### config.mk
export PLATFORM = sky130hd
export DESIGN_NAME = lpc_top
export DESIGN_NICKNAME = d
export VERILOG_FILES = /design/src/rtl/lpc_pkg.sv /design/src/rtl/lpc_top.sv /design/src/rtl/lpc_classify.sv
export SDC_FILE = /design/constraint.sdc
export NUM_CORES = 1
export LEC_CHECK = 0
export BUFFER_PORTS_ARGS = -buffer_cell sky130_fd_sc_hd__buf_2
export CORE_MARGIN = 2
export CORE_UTILIZATION = 30
export DETAILED_ROUTE_END_ITERATION = 10
export MAX_ROUTING_LAYER = met4
export PLACE_DENSITY = 0.62
export SLEW_MARGIN = 5
export SYNTH_ARGS = -nofsm -noshare
export SYNTH_HDL_FRONTEND = slang
export SYNTH_SLANG_ARGS = --single-unit
### constraint.sdc
create_clock -name CLK_I -period 7 [get_ports CLK_I]
set_input_delay 0.7 -clock CLK_I [delete_from_list [all_inputs] [get_ports CLK_I]]
set_output_delay 0.7 -clock CLK_I [all_outputs]
set_load 0.01 [all_outputs]
### src/rtl/lpc_pkg.sv
// Package: constants and carrier types for the landing-pad check block
package lpc_pkg;

    // ------------------------------------------------------------
    // Instruction encoding
    // ------------------------------------------------------------
    localparam logic [6:0] OPC_AUIPC = 7'h17;
    localparam logic [6:0] OPC_JAL = 7'h6F;
    localparam logic [6:0] OPC_JALR = 7'h67;
    localparam logic [6:0] OPC_BRANCH = 7'h63;
    localparam logic [1:0] QUAD_C2 = 2'h2;
    localparam logic [1:0] QUAD_C1 = 2'h1;
    localparam logic [2:0] CF3_CJR = 3'h4;
    localparam logic [2:0] CF3_CJ = 3'h5;
    localparam logic [2:0] CF3_CJAL = 3'h1;
    localparam logic [4:0] REG_ZERO = 5'h00;
    localparam logic [4:0] REG_RA = 5'h01;
    localparam logic [4:0] REG_ALT_RA = 5'h05;
    localparam logic [4:0] REG_LABEL = 5'h07;
    localparam int LABEL_W = 20;
    localparam int LABEL_LSB = 12;

    // ------------------------------------------------------------
    // Fault reporting and compressed-instruction link step
    // ------------------------------------------------------------
    localparam logic [5:0] CAUSE_SW_CHECK = 6'h12;
    localparam logic [3:0] TVAL_PAD_FAULT = 4'h2;
    localparam logic [1:0] PC_STEP_C = 2'h2;

    // Expected-landing-pad state
    typedef enum logic {
        pad_not_required,
        pad_required
    } lpc_pad_state_t;

    // Privilege modes
    typedef enum logic [1:0] {
        PRIV_U = 2'h0,
        PRIV_S = 2'h1,
        PRIV_M = 2'h3
    } lpc_priv_t;

    // Transfer classes
    typedef enum logic [2:0] {
        XFER_NONE,
        XFER_DIRECT,
        XFER_DIRECT_CALL,
        XFER_INDIRECT_CALL,
        XFER_RETURN,
        XFER_INDIRECT_JUMP
    } lpc_xfer_t;

    // Result of classifying one instruction
    typedef struct packed {
        lpc_xfer_t xfer;
        logic is_pad;
        logic is_comp;
        logic sets_pad;
        logic links;
        logic [4:0] link_reg;
    } lpc_class_t;

endpackage : lpc_pkg

### src/rtl/lpc_top.sv
// Module: landing-pad control-flow check for one hart
//
// Overview of operation
// - Landing pad is the AUIPC opcode with destination register zero.
// - JALR target is rs1 value plus sign-extended 12-bit immediate.
// - JAL is a direct pc-relative transfer within one mebibyte.
// - Branches, compressed jump and jump-and-link are direct; never set state.
// - Compressed jump-and-link-register writes pc plus two to x1.
// - Compressed jump-register from x1/x5 is return, else indirect jump.
// - JAL or JALR with nonzero destination is a call.
// - Register-based calls are indirect; immediate-based calls are direct.
// - JALR to zero register from x1/x5 is a return.
// - JALR to zero register from other sources is an indirect jump.
// - With enforcement active, indirect calls and jumps set the expected state.
// - Expected state set and target not a landing pad raises a fault.
// - Landing pad carries a 20-bit label compared with the expected label.
// - Landing pad is a no-op when enforcement is off.
// - With enforcement off, no pad is required and no fault raised.
// - Each privilege mode has its own enable; current mode's applies.
// - Status-register access instructions must be present with this block.
// - Expected state resets to not required.
// - Fault reports cause 18 and trap value code 2.
// - Fault on misaligned target or mismatched nonzero label, else clear state.
// - Indirect transfers through x7 are software guarded and set nothing.
`timescale 1ns/10ps
`default_nettype none

module lpc_top #(
    parameter int XLEN = 32
) (
    // Clock and reset
    input wire logic CLK_I,
    input wire logic SYS_RST_I,
    // Per-mode enables
    input wire logic EN_U_I,
    input wire logic EN_S_I,
    input wire logic EN_M_I,
    input wire logic [1:0] PRIV_I,
    // Instruction at retire
    input wire logic RETIRE_I,
    input wire logic OTHER_TRAP_I,
    input wire logic [31:0] INSTR_I,
    input wire logic [XLEN-1:0] PC_I,
    input wire logic [XLEN-1:0] RS1_VAL_I,
    input wire logic [XLEN-1:0] X7_VAL_I,
    // Results
    output logic [XLEN-1:0] TARGET_O,
    output logic [XLEN-1:0] LINK_VAL_O,
    output logic [4:0] LINK_REG_O,
    output logic LINK_WE_O,
    output logic [2:0] XFER_O,
    output logic FAULT_O,
    output logic [5:0] CAUSE_O,
    output logic [XLEN-1:0] TVAL_O,
    output logic PAD_STATE_O
);

    // ------------------------------------------------------------
    // Decode
    // ------------------------------------------------------------
    lpc_pkg::lpc_class_t cls;
    lpc_pkg::lpc_pad_state_t pad_q;
    lpc_pkg::lpc_pad_state_t pad_d;
    logic enf;
    logic fault;
    logic [XLEN-1:0] target;
    logic [XLEN-1:0] imm_i;
    logic [XLEN-1:0] imm_j;
    logic [XLEN-1:0] imm_b;
    logic [lpc_pkg::LABEL_W-1:0] pad_label_field;
    logic label_bad;

    lpc_classify u_cls (
        .instr_i(INSTR_I),
        .class_o(cls)
    );

    always_comb begin
        case (PRIV_I)
            lpc_pkg::PRIV_U: enf = EN_U_I;
            lpc_pkg::PRIV_S: enf = EN_S_I;
            lpc_pkg::PRIV_M: enf = EN_M_I;
            default: enf = 1'b0;
        endcase
    end

    assign imm_i = {{(XLEN-12){INSTR_I[31]}}, INSTR_I[31:20]};
    assign imm_j = {{(XLEN-20){INSTR_I[31]}}, INSTR_I[19:12], INSTR_I[20],
                    INSTR_I[30:21], 1'b0};
    assign imm_b = {{(XLEN-12){INSTR_I[31]}}, INSTR_I[7], INSTR_I[30:25],
                    INSTR_I[11:8], 1'b0};
    assign pad_label_field = INSTR_I[31:lpc_pkg::LABEL_LSB];

    always_comb begin
        target = PC_I;
        if (!cls.is_comp && INSTR_I[6:0] == lpc_pkg::OPC_JALR) begin
            target = RS1_VAL_I + imm_i;
        end else if (!cls.is_comp && INSTR_I[6:0] == lpc_pkg::OPC_JAL) begin
            target = PC_I + imm_j;
        end else if (!cls.is_comp && INSTR_I[6:0] == lpc_pkg::OPC_BRANCH) begin
            target = PC_I + imm_b;
        end else if (cls.is_comp && (cls.xfer == lpc_pkg::XFER_INDIRECT_CALL
                     || cls.xfer == lpc_pkg::XFER_RETURN
                     || cls.xfer == lpc_pkg::XFER_INDIRECT_JUMP)) begin
            target = RS1_VAL_I;
        end
    end

    // ------------------------------------------------------------
    // Landing-pad check
    // ------------------------------------------------------------
    assign label_bad = (pad_label_field != '0)
                       && (pad_label_field != X7_VAL_I[31:lpc_pkg::LABEL_LSB]);
    // status access is provided by the surrounding pipeline
    always_comb begin
        fault = 1'b0;
        if (enf && pad_q == lpc_pkg::pad_required && RETIRE_I) begin
            if (!cls.is_pad) begin
                fault = 1'b1;
            end else if (PC_I[1:0] != 2'h0) begin
                fault = 1'b1;
            end else if (label_bad) begin
                fault = 1'b1;
            end
        end
    end

    always_comb begin
        pad_d = pad_q;
        if (RETIRE_I && !OTHER_TRAP_I && !fault) begin
            if (!enf) begin
                pad_d = lpc_pkg::pad_not_required;
            end else if (cls.sets_pad) begin
                pad_d = lpc_pkg::pad_required;
            end else if (cls.is_pad) begin
                pad_d = lpc_pkg::pad_not_required;
            end
        end
    end

    always_ff @(posedge CLK_I) begin
        if (SYS_RST_I) begin
            pad_q <= lpc_pkg::pad_not_required;
        end else begin
            pad_q <= pad_d;
        end
    end

    // ------------------------------------------------------------
    // Registered results
    // ------------------------------------------------------------
    always_ff @(posedge CLK_I) begin
        if (SYS_RST_I) begin
            FAULT_O <= 1'b0;
            CAUSE_O <= '0;
            TVAL_O <= '0;
        end else begin
            FAULT_O <= fault;
            CAUSE_O <= fault ? lpc_pkg::CAUSE_SW_CHECK : '0;
            TVAL_O <= fault ? XLEN'(lpc_pkg::TVAL_PAD_FAULT) : '0;
        end
    end

    always_ff @(posedge CLK_I) begin
        if (SYS_RST_I) begin
            TARGET_O <= '0;
            LINK_VAL_O <= '0;
            LINK_REG_O <= '0;
            LINK_WE_O <= 1'b0;
            XFER_O <= '0;
        end else begin
            TARGET_O <= target;
            LINK_VAL_O <= PC_I + (cls.is_comp ? XLEN'(lpc_pkg::PC_STEP_C)
                                              : XLEN'(3'h4));
            LINK_REG_O <= cls.link_reg;
            LINK_WE_O <= RETIRE_I && !fault && !OTHER_TRAP_I && cls.links;
            XFER_O <= RETIRE_I ? 3'(cls.xfer) : '0;
        end
    end

    assign PAD_STATE_O = (pad_q == lpc_pkg::pad_required);

endmodule // lpc_top

`default_nettype wire

### src/rtl/lpc_classify.sv
// Module: combinational classification of control-transfer instructions
`timescale 1ns/10ps
`default_nettype none

module lpc_classify (
    // Instruction
    input wire logic [31:0] instr_i,
    // Result
    output var lpc_pkg::lpc_class_t class_o
);

    logic [4:0] rd;
    logic [4:0] rs1;
    logic [4:0] c_rs1;
    logic [4:0] c_rs2;
    logic c_b12;
    logic is_link;

    function automatic logic link_reg_f(input logic [4:0] r);
        link_reg_f = (r == lpc_pkg::REG_RA) || (r == lpc_pkg::REG_ALT_RA);
    endfunction

    assign rd = instr_i[11:7];
    assign rs1 = instr_i[19:15];
    assign c_rs1 = instr_i[11:7];
    assign c_rs2 = instr_i[6:2];
    assign c_b12 = instr_i[12];
    assign is_link = link_reg_f(rs1);

    always_comb begin
        class_o = '0;
        class_o.xfer = lpc_pkg::XFER_NONE;
        if (instr_i[1:0] == 2'h3) begin
            case (instr_i[6:0])
                lpc_pkg::OPC_AUIPC: begin
                    class_o.is_pad = (rd == lpc_pkg::REG_ZERO);
                end
                lpc_pkg::OPC_JAL: begin
                    class_o.xfer = (rd != lpc_pkg::REG_ZERO) ? lpc_pkg::XFER_DIRECT_CALL
                                                             : lpc_pkg::XFER_DIRECT;
                    class_o.links = (rd != lpc_pkg::REG_ZERO);
                    class_o.link_reg = rd;
                end
                lpc_pkg::OPC_JALR: begin
                    class_o.links = (rd != lpc_pkg::REG_ZERO);
                    class_o.link_reg = rd;
                    if (rd != lpc_pkg::REG_ZERO) begin
                        class_o.xfer = lpc_pkg::XFER_INDIRECT_CALL;
                    end else if (is_link) begin
                        class_o.xfer = lpc_pkg::XFER_RETURN;
                    end else begin
                        class_o.xfer = lpc_pkg::XFER_INDIRECT_JUMP;
                    end
                    class_o.sets_pad = (rd != lpc_pkg::REG_ZERO || !is_link)
                                       && (rs1 != lpc_pkg::REG_LABEL);
                end
                lpc_pkg::OPC_BRANCH: begin
                    class_o.xfer = lpc_pkg::XFER_DIRECT;
                end
                default: begin
                    class_o.xfer = lpc_pkg::XFER_NONE;
                end
            endcase
        end else begin
            class_o.is_comp = 1'b1;
            if (instr_i[1:0] == lpc_pkg::QUAD_C2 && instr_i[15:13] == lpc_pkg::CF3_CJR
                && c_rs2 == lpc_pkg::REG_ZERO && c_rs1 != lpc_pkg::REG_ZERO) begin
                if (c_b12) begin
                    class_o.xfer = lpc_pkg::XFER_INDIRECT_CALL;
                    class_o.links = 1'b1;
                    class_o.link_reg = lpc_pkg::REG_RA;
                    class_o.sets_pad = (c_rs1 != lpc_pkg::REG_LABEL);
                end else if (link_reg_f(c_rs1)) begin
                    class_o.xfer = lpc_pkg::XFER_RETURN;
                end else begin
                    class_o.xfer = lpc_pkg::XFER_INDIRECT_JUMP;
                    class_o.sets_pad = (c_rs1 != lpc_pkg::REG_LABEL);
                end
            end else if (instr_i[1:0] == lpc_pkg::QUAD_C1
                         && instr_i[15:13] == lpc_pkg::CF3_CJ) begin
                class_o.xfer = lpc_pkg::XFER_DIRECT;
            end else if (instr_i[1:0] == lpc_pkg::QUAD_C1
                         && instr_i[15:13] == lpc_pkg::CF3_CJAL) begin
                class_o.xfer = lpc_pkg::XFER_DIRECT_CALL;
                class_o.links = 1'b1;
                class_o.link_reg = lpc_pkg::REG_RA;
            end else if (instr_i[1:0] == lpc_pkg::QUAD_C1 && instr_i[15:14] == 2'h3) begin
                class_o.xfer = lpc_pkg::XFER_DIRECT;
            end
        end
    end

endmodule // lpc_classify

`default_nettype wire

==> metrics.log, run 1 <==
[metrics] Critical path buffers and inverters: 2
[metrics] average detailed-routed wire length per instance: ~19 µm
[metrics] worst setup path startpoint: INSTR_I[31]
[metrics] length in cells of the worst reg-to-reg path: 5
[metrics] average cell area after synthesis: around 7.5 µm²
[metrics] clock root buffer master: clkbuf_16
[metrics] crit-path max FO: 44
[metrics] total number of nets in the final design: ~1500
[metrics] met1 wire length: 14.8 mm
[metrics] share of the synthesized area in the top cell type: 0.177
[metrics] post-placement setup slack: ~2.8 ns
[metrics] reported leakage power: about 0.0043 µW
[metrics] core area: between 20000 and 30000 µm²
[metrics] reg-to-reg endpoint: PAD_STATE_O$_SDFFE_PP0P_
[metrics] number of maximum-capacitance violations: 0
[metrics] fmax: around 0.25 GHz
[metrics] Antenna Nets Post-Route: 0
[metrics] number of global-route vias before repair: approximately 8300
[metrics] top library cells by usage in the layout, fill and taps aside: 202 x buf_2, 110 x nor2_1, 93 x a21oi_1
[metrics] number of vias per cell after detailed routing: around 5.4
[metrics] register area: 1500 µm²
[metrics] total length of routed met2 wires: 14.3 mm
[metrics] number of enable flip-flop cells after synthesis: 0
[metrics] number of antenna violations at the first check in global routing: 10
[metrics] effective utilization at floorplan: 0.305
[metrics] Critical Path Slowest Stage Cell: o31ai_1
[metrics] share of final-layout standard cells stronger than drive strength 1: 0.190
[metrics] Synth Warn #: 0
[metrics] number of DRC violations after detailed-routing iteration 0: between 700 and 800
[metrics] final setup violating endpoints: 0
[metrics] Worst Tran Pin Value: approximately 1.1 ns
[metrics] # IOs: 250
[metrics] register area share after synthesis: 0.177
[metrics] routed wire length: 31.6 mm
[metrics] critical path data arrival time: 4.18 ns
[metrics] commonest non-fill, non-tap cell in the layout: buf_2
[metrics] PD cells: roughly 150 nW/µm²
[metrics] CP dominant cell by count: o31ai_1
[metrics] leading register cell type out of synthesis: dfxtp_1
[metrics] Max Root-Sink Buffers: 2
[metrics] routed length on met3: ~1.9 mm
[metrics] post-CTS resize count: 0
[metrics] maximum vdd drop: between 0.08 and 0.09 mV
[metrics] CTS Buf Count: 9
[metrics] min cycle time layout: ~3.9 ns
[metrics] cell-by-cell listing of the critical path: buf_2 > buf_4 > ha_1 > nand3_1 > a311oi_1 > o31ai_1 > a21oi_1 > o41ai_2 > o31ai_1 > o22a_1 > mux2i_1 > nor4_1
[metrics] Post-Syn Instances: around 1100
[metrics] # fillers: just under 3000
[metrics] clock sink count: between 70 and 80
[metrics] Max stage delay on crit path: ~0.73 ns
[metrics] horizontal die dimension: 172 µm
[metrics] die height: 172 µm
[metrics] final period utilization: 0.564
[metrics] Final Cell Area: 9990 µm²
[metrics] Area contributors post-synth: dfxtp_1 18%, ha_1 11%, a21oi_1 5.5%
[metrics] highest layer used for signal routing: met4
[metrics] type of element capturing the critical path: flip-flop
[metrics] Die Footprint: just under 30000 µm²
[metrics] Congestion Overflow GR: 0
[metrics] via count: just over 9000
[metrics] path length in cells of the critical path: 12
[metrics] hold violation total from the final report: 0
[metrics] Overall Power: roughly 1500 µW
[metrics] Final HPWL DP: ~25 mm
[metrics] area delta synth->final: 17.5%
[metrics] synthesized area: approximately 8500 µm²
[metrics] clock-pin slew on the worst setup and hold paths: 0.06 ns
[metrics] post-detailed-placement cell area: between 9000 and 10000 µm²
[metrics] crit path launch type: input port
[metrics] largest net degree at the start of global routing: 71
[metrics] setup repair after global routing missed its margin: false
[metrics] unique cell type count in the Yosys netlist: between 70 and 80
[metrics] overall track demand over capacity in global routing: 0.215
[metrics] status: complete, no violations
[metrics] Max-slew headroom: 0.276
[metrics] clk_lat worst skew: 0.36 ns
[metrics] share of synthesized registers carrying an async set or reset: 0
[metrics] total count of max-transition violations in the final report: 0
[metrics] number of iterations in the first detailed-routing pass: 5
[metrics] TritonCTS clock tree: built
[metrics] end-of-flow core utilization: 0.359
[metrics] area leader, netlist: dfxtp_1
[metrics] category of the critical setup timing path: in2reg
[metrics] accumulated negative setup slack: 0 ns
[metrics] number of design rule violations left after detail routing: 0
[metrics] Synth Register Bits: 75
[metrics] FF-to-FF Start: PAD_STATE_O$_SDFFE_PP0P_
[metrics] Final GP Congestion: 0.933
[metrics] # port buffers: slightly above 200
[metrics] Worst Setup EP: TARGET_O[31]$_SDFF_PP0_
[metrics] post-cts hold buffer count: 0
[metrics] class of the tightest hold or removal check: reg2reg
[metrics] worst setup slack after layout: roughly 3.1 ns
[metrics] number of cell rows: 61
[metrics] area taken by multi-input logic gates: roughly 6500 µm²
[metrics] kind of cell adding the most delay to the critical path: compound AO/OA/AOI/OAI gates
[metrics] total setup buffers inserted after CTS: 0
[metrics] reg-to-reg slack, setup: 5.84 ns
[metrics] critical path required time: between 7 and 8 ns
[metrics] final worst clock skew: 0.00445 ns
[metrics] first-pass GRT wire length: 47.1 mm
[metrics] depth of the CTS H-tree: 3
-- Yosys cell counts, drive strengths merged, types with 14 or more instances --
cell type    n
nor2b       19
o211ai      19
a211oi      32
nor2       110
dfxtp       75
nand3       35
nand4       16
a31oi       15
ha          76
xor2        50
nor3        33
a21oi       93
a21o        34
nand2       74
o21ai       64
o21a        14
buf         51
xnor2       50
mux2i       26
clkbuf      40
or3         16
inv         28
and3        20
-- worst min path at each step --
stage	from	to	slack [ns]	cells after the start
finish	PAD_STATE_O$_SDFFE_PP0P_	PAD_STATE_O$_SDFFE_PP0P_	0.51	2
global route	PAD_STATE_O$_SDFFE_PP0P_	PAD_STATE_O$_SDFFE_PP0P_	0.53	2
CTS	PAD_STATE_O$_SDFFE_PP0P_	PAD_STATE_O$_SDFFE_PP0P_	0.51	2
detailed placement	PAD_STATE_O$_SDFFE_PP0P_	PAD_STATE_O$_SDFFE_PP0P_	0.51	2
global placement	PAD_STATE_O$_SDFFE_PP0P_	PAD_STATE_O$_SDFFE_PP0P_	0.50	2
floorplan	PAD_STATE_O$_SDFFE_PP0P_	PAD_STATE_O$_SDFFE_PP0P_	0.51	2
-- through the flow --
step,instances,hold slack [ns]
final,1693,0.514
after global routing,1693,0.533
after CTS,1684,0.512
after detailed placement,1668,0.506
after global placement,1668,0.503
after floorplan,1169,0.507
-- cells by family (layout without fill, tap and decap cells) --
kind of cell	after synthesis	after routing	synth area share
simple gates	375	375	0.215
compound gates	355	355	0.276
buf+inv	119	256	0.0715
xor+xnor	100	100	0.103
fa+ha+maj	80	80	0.121
flops	75	75	0.177
mux	30	30	0.0359
other cells	1	44	0.000441
-- metal layers --
layer  vias up  global-route usage
li1       4457                   -
met1      4311               0.279
met2       317               0.340
met3        27              0.0359
met4         0              0.0665
met5         -                   -
-- power by group --
part | total, µW | switching (µW) | internal (µW)
Combinational | 600 | 361 | 239
Sequential | 455 | 5.42 | 450
Clock | 449 | 190 | 258
Total | 1500 | 557 | 947
-- worst register-to-register path, stage by stage, from the launching register on --
cell and delay, ns:
dfxtp_1 0.35, nand2_1 0.06, a311o_1 0.29, nand3b_1 0.14
a211o_1 0.11, a21oi_1 0.06
-- registers in the layout (all words and copies together) (netlist names) --
signal,count
TARGET_O,32
LINK_VAL_O,32
LINK_REG_O,5
LINK_WE_O,1
PAD_STATE_O,1
CAUSE_O,1
XFER_O,3
-- area by class of cell --
cell class / count / share of cell area
Inverter: 28 / 0.0105
Timing Repair Buffer: 212 / 0.109
Tap cell: 378 / 0.0473
Clock buffer: 14 / 0.0264
Antenna cell: 9 / 0.00225
Clock inverter: 2 / 0.00100
Sequential cell: 75 / 0.150
Multi-Input combinational cell: 975 / 0.653
Power figures use the tool's default switching activity.
==> inputs of run 2 (changes only) <==
--- a/config.mk
+++ b/config.mk
@@ -5,12 +5,13 @@
 export SDC_FILE = /design/constraint.sdc
 export NUM_CORES = 1
 export LEC_CHECK = 0
+export ABC_AREA = 1
 export BUFFER_PORTS_ARGS = -buffer_cell sky130_fd_sc_hd__buf_2
 export CORE_MARGIN = 2
 export CORE_UTILIZATION = 30
 export DETAILED_ROUTE_END_ITERATION = 10
 export MAX_ROUTING_LAYER = met4
-export PLACE_DENSITY = 0.62
+export PLACE_DENSITY = 0.63
 export SLEW_MARGIN = 5
 export SYNTH_ARGS = -nofsm -noshare
 export SYNTH_HDL_FRONTEND = slang
==> constraint.sdc (replaced) <==
create_clock -name CLK_I -period 3.2 [get_ports CLK_I]
set_input_delay 0.32 -clock CLK_I [delete_from_list [all_inputs] [get_ports CLK_I]]
set_output_delay 0.32 -clock CLK_I [all_outputs]
set_load 0.01 [all_outputs]
==> run 2 against run 1 <==
  * Register-to-register slack worse by 3.6 ns
  * Highest routed layer unchanged
  * Total power is 150% higher
  * Hold slack worse by 0.28 ns
  * Area after synthesis is 21% higher
==> metrics.log, run 2 <==
[metrics] # IOs: between 200 and 300
[metrics] CTS Buf Count: 9
[metrics] total setup buffers inserted after CTS: 0
[metrics] cell-by-cell listing of the critical path: buf_2 > nand2_1 > ha_1 > inv_1 > fa_1 > nor3_2 > nand2_2 > nor3_1 > buf_4 > nor4b_2 > or2_2 > a21oi_1
[metrics] Endpoint, Worst Hold: LINK_REG_O[4]$_SDFF_PP0_
[metrics] final worst clock skew: slightly below 0.009 ns
[metrics] commonest non-fill, non-tap cell in the layout: nand2_1
[metrics] crit path launch type: input port
[metrics] area delta synth->final: 18.7%
[metrics] origin of the worst min-delay path: INSTR_I[11]
[metrics] kind of cell adding the most delay to the critical path: simple AND/OR/NAND/NOR gates
[metrics] number of vias per cell after detailed routing: 5.09
[metrics] PD cells: just over 300 nW/µm²
[metrics] critical path required time: 3.41 ns
[metrics] die height: around 190 µm
[metrics] path length in cells of the critical path: 12
[metrics] Critical Path Slowest Stage Cell: fa_1
[metrics] register area share after synthesis: 0.146
[metrics] Largest regs: LINK_VAL_O (32), TARGET_O (32), LINK_REG_O (5)
[metrics] status: complete, no violations
[metrics] overall track demand over capacity in global routing: 0.261
[metrics] WHS Path Cells: 3
[metrics] average cell area after synthesis: 5.70 µm²
[metrics] FF-to-FF Start: PAD_STATE_O$_SDFFE_PP0P_
[metrics] number of cell rows: 67
[metrics] clock-pin slew on the worst setup and hold paths: about 0.070 ns
[metrics] Final HPWL DP: 38.8 mm
[metrics] Die Footprint: 35800 µm²
[metrics] # port buffers: ~200
[metrics] Max-slew headroom: 0.404
[metrics] share of final-layout standard cells stronger than drive strength 1: 0.155
[metrics] cell with the most instances after synthesis: nand2_1
[metrics] Final GP Congestion: between 0.9 and 1
[metrics] leading register cell type out of synthesis: dfxtp_1
[metrics] Synth Warn #: 0
[metrics] hold violation total from the final report: 0
[metrics] largest net degree at the start of global routing: 42
[metrics] Antenna Nets Post-Route: 0
[metrics] share of synthesized registers carrying an async set or reset: 0
[metrics] maximum vdd drop: around 0.27 mV
[metrics] Synth Register Bits: 75
[metrics] type of element capturing the critical path: flip-flop
[metrics] category of the critical setup timing path: in2reg
[metrics] WHS: between 0.2 and 0.25 ns
[metrics] number of design rule violations left after detail routing: 0
[metrics] first-pass GRT wire length: 68.2 mm
[metrics] number of antenna violations at the first check in global routing: 2
[metrics] reg-to-reg slack, setup: between 2 and 2.5 ns
[metrics] critical path data arrival time: around 2.8 ns
[metrics] total count of max-transition violations in the final report: 0
[metrics] Critical path buffers and inverters: 3
[metrics] share of the synthesized area in the top cell type: 0.199
[metrics] effective utilization at floorplan: 0.306
[metrics] reg-to-reg endpoint: PAD_STATE_O$_SDFFE_PP0P_
[metrics] clock root buffer master: clkbuf_16
[metrics] Area contributors post-synth: nand2_1 20%, dfxtp_1 15%, ha_1 9.2%
[metrics] Max stage delay on crit path: a little over 0.4 ns
[metrics] min cycle time layout: 2.55 ns
[metrics] post-CTS resize count: 0
[metrics] average detailed-routed wire length per instance: 18.6 µm
[metrics] top library cells by usage in the layout, fill and taps aside: 545 x nand2_1, 244 x inv_1, 202 x buf_2
[metrics] most common library cells after synthesis: 545 x nand2_1, 244 x inv_1, 164 x nor2_1, 154 x a21oi_1, 137 x nand3_1
[metrics] reported leakage power: about 0.0066 µW
[metrics] Worst Tran Pin Value: a little under 0.9 ns
[metrics] fmax: between 0.3 and 0.4 GHz
[metrics] number of DRC violations after detailed-routing iteration 0: between 1000 and 1500
[metrics] unique cell type count in the Yosys netlist: 52
[metrics] clock sink count: 75
[metrics] number of enable flip-flop cells after synthesis: 0
[metrics] area leader, netlist: nand2_1
[metrics] synthesized area: 10300 µm²
[metrics] final period utilization: 0.797
[metrics] clk_lat worst skew: around 0.37 ns
[metrics] length in cells of the worst reg-to-reg path: 6
[metrics] via count: between 10000 and 15000
[metrics] depth of the CTS H-tree: 3
[metrics] number of iterations in the first detailed-routing pass: 5
[metrics] Congestion Overflow GR: 0
[metrics] final setup violating endpoints: 0
[metrics] total number of nets in the final design: between 2000 and 2500
[metrics] horizontal die dimension: 189 µm
[metrics] number of maximum-capacitance violations: 0
[metrics] setup repair after global routing missed its margin: false
[metrics] Overall Power: approximately 3700 µW
[metrics] TritonCTS clock tree: built
[metrics] number of global-route vias before repair: 11500
[metrics] core area: 33600 µm²
[metrics] post-cts hold buffer count: 0
[metrics] Max Root-Sink Buffers: 2
[metrics] class of the tightest hold or removal check: in2reg
[metrics] Post-Syn Instances: roughly 1800
[metrics] routed wire length: between 40 and 50 mm
[metrics] accumulated negative setup slack: 0 ns
[metrics] crit-path max FO: 5
run 2: metrics by stage:
stage / std cells / setup slack [ns] / instance area [µm²] / util
final: 2487 / 0.649 / 12200 / 0.363
after global routing: 2485 / 0.540 / 12200 / 0.363
after CTS: 2483 / 0.690 / 12200 / 0.363
after detailed placement: 2468 / 0.330 / 11900 / 0.354
after global placement: 2468 / 0.371 / 11900 / 0.354
after floorplan: 1840 / 0.861 / 10400 / -
run 2: cell type report:
type / count / area, µm²
tap: 448 / 561
antenna: 4 / 10.0
multi-input combinational: 1441 / 7510
clock buffer: 11 / 243
clock inverter: 4 / 51.3
timing repair buffer: 250 / 1380
fill: 3830 / 21400
inverter: 254 / 953
sequential: 75 / 1500
run 2: how the worst max path moves through the flow:
stage	end	slack [ns]	start
4_1_cts	LINK_VAL_O[25]$_SDFF_PP0_	0.69	INSTR_I[0]
3_3_place_gp	LINK_VAL_O[25]$_SDFF_PP0_	0.37	INSTR_I[0]
2_1_floorplan	LINK_VAL_O[31]$_SDFF_PP0_	0.86	INSTR_I[0]
3_5_place_dp	LINK_VAL_O[25]$_SDFF_PP0_	0.33	INSTR_I[0]
6_report	LINK_VAL_O[25]$_SDFF_PP0_	0.65	INSTR_I[1]
5_1_grt	TARGET_O[24]$_SDFF_PP0_	0.54	INSTR_I[31]
run 2: layer usage:
layer  GRT usage  up-vias  part of all wire
li1            -     6286                 -
met1       0.343     5696              0.45
met2       0.403      590              0.43
met3      0.0361       88             0.078
met4       0.102        0             0.042
met5           -        -                 0
run 2: worst reg2reg max path: stages (launching register included):
cell and delay, ns:
dfxtp_1 0.40, nand2_1 0.07, nor2_1 0.10, nand2_1 0.11, nand3_1 0.09, nand2_1 0.05, a21oi_1 0.11
run 2: cell families after synthesis:
kind of cell,after synthesis,synth area share
buffers and inverters,324,0.137
AO/OA/AOI/OAI,306,0.164
XOR/XNOR,45,0.0383
flip-flops,75,0.146
other,1,0.000365
adder cells (fa/ha/maj),80,0.100
AND/OR/NAND/NOR,975,0.414
run 2: where the power goes:
group | leakage, µW | internal [µW] | switching (µW)
logic | 0.00581 | 559 | 1090
clock network | 0.000142 | 621 | 439
registers | 0.000622 | 982 | 15.0
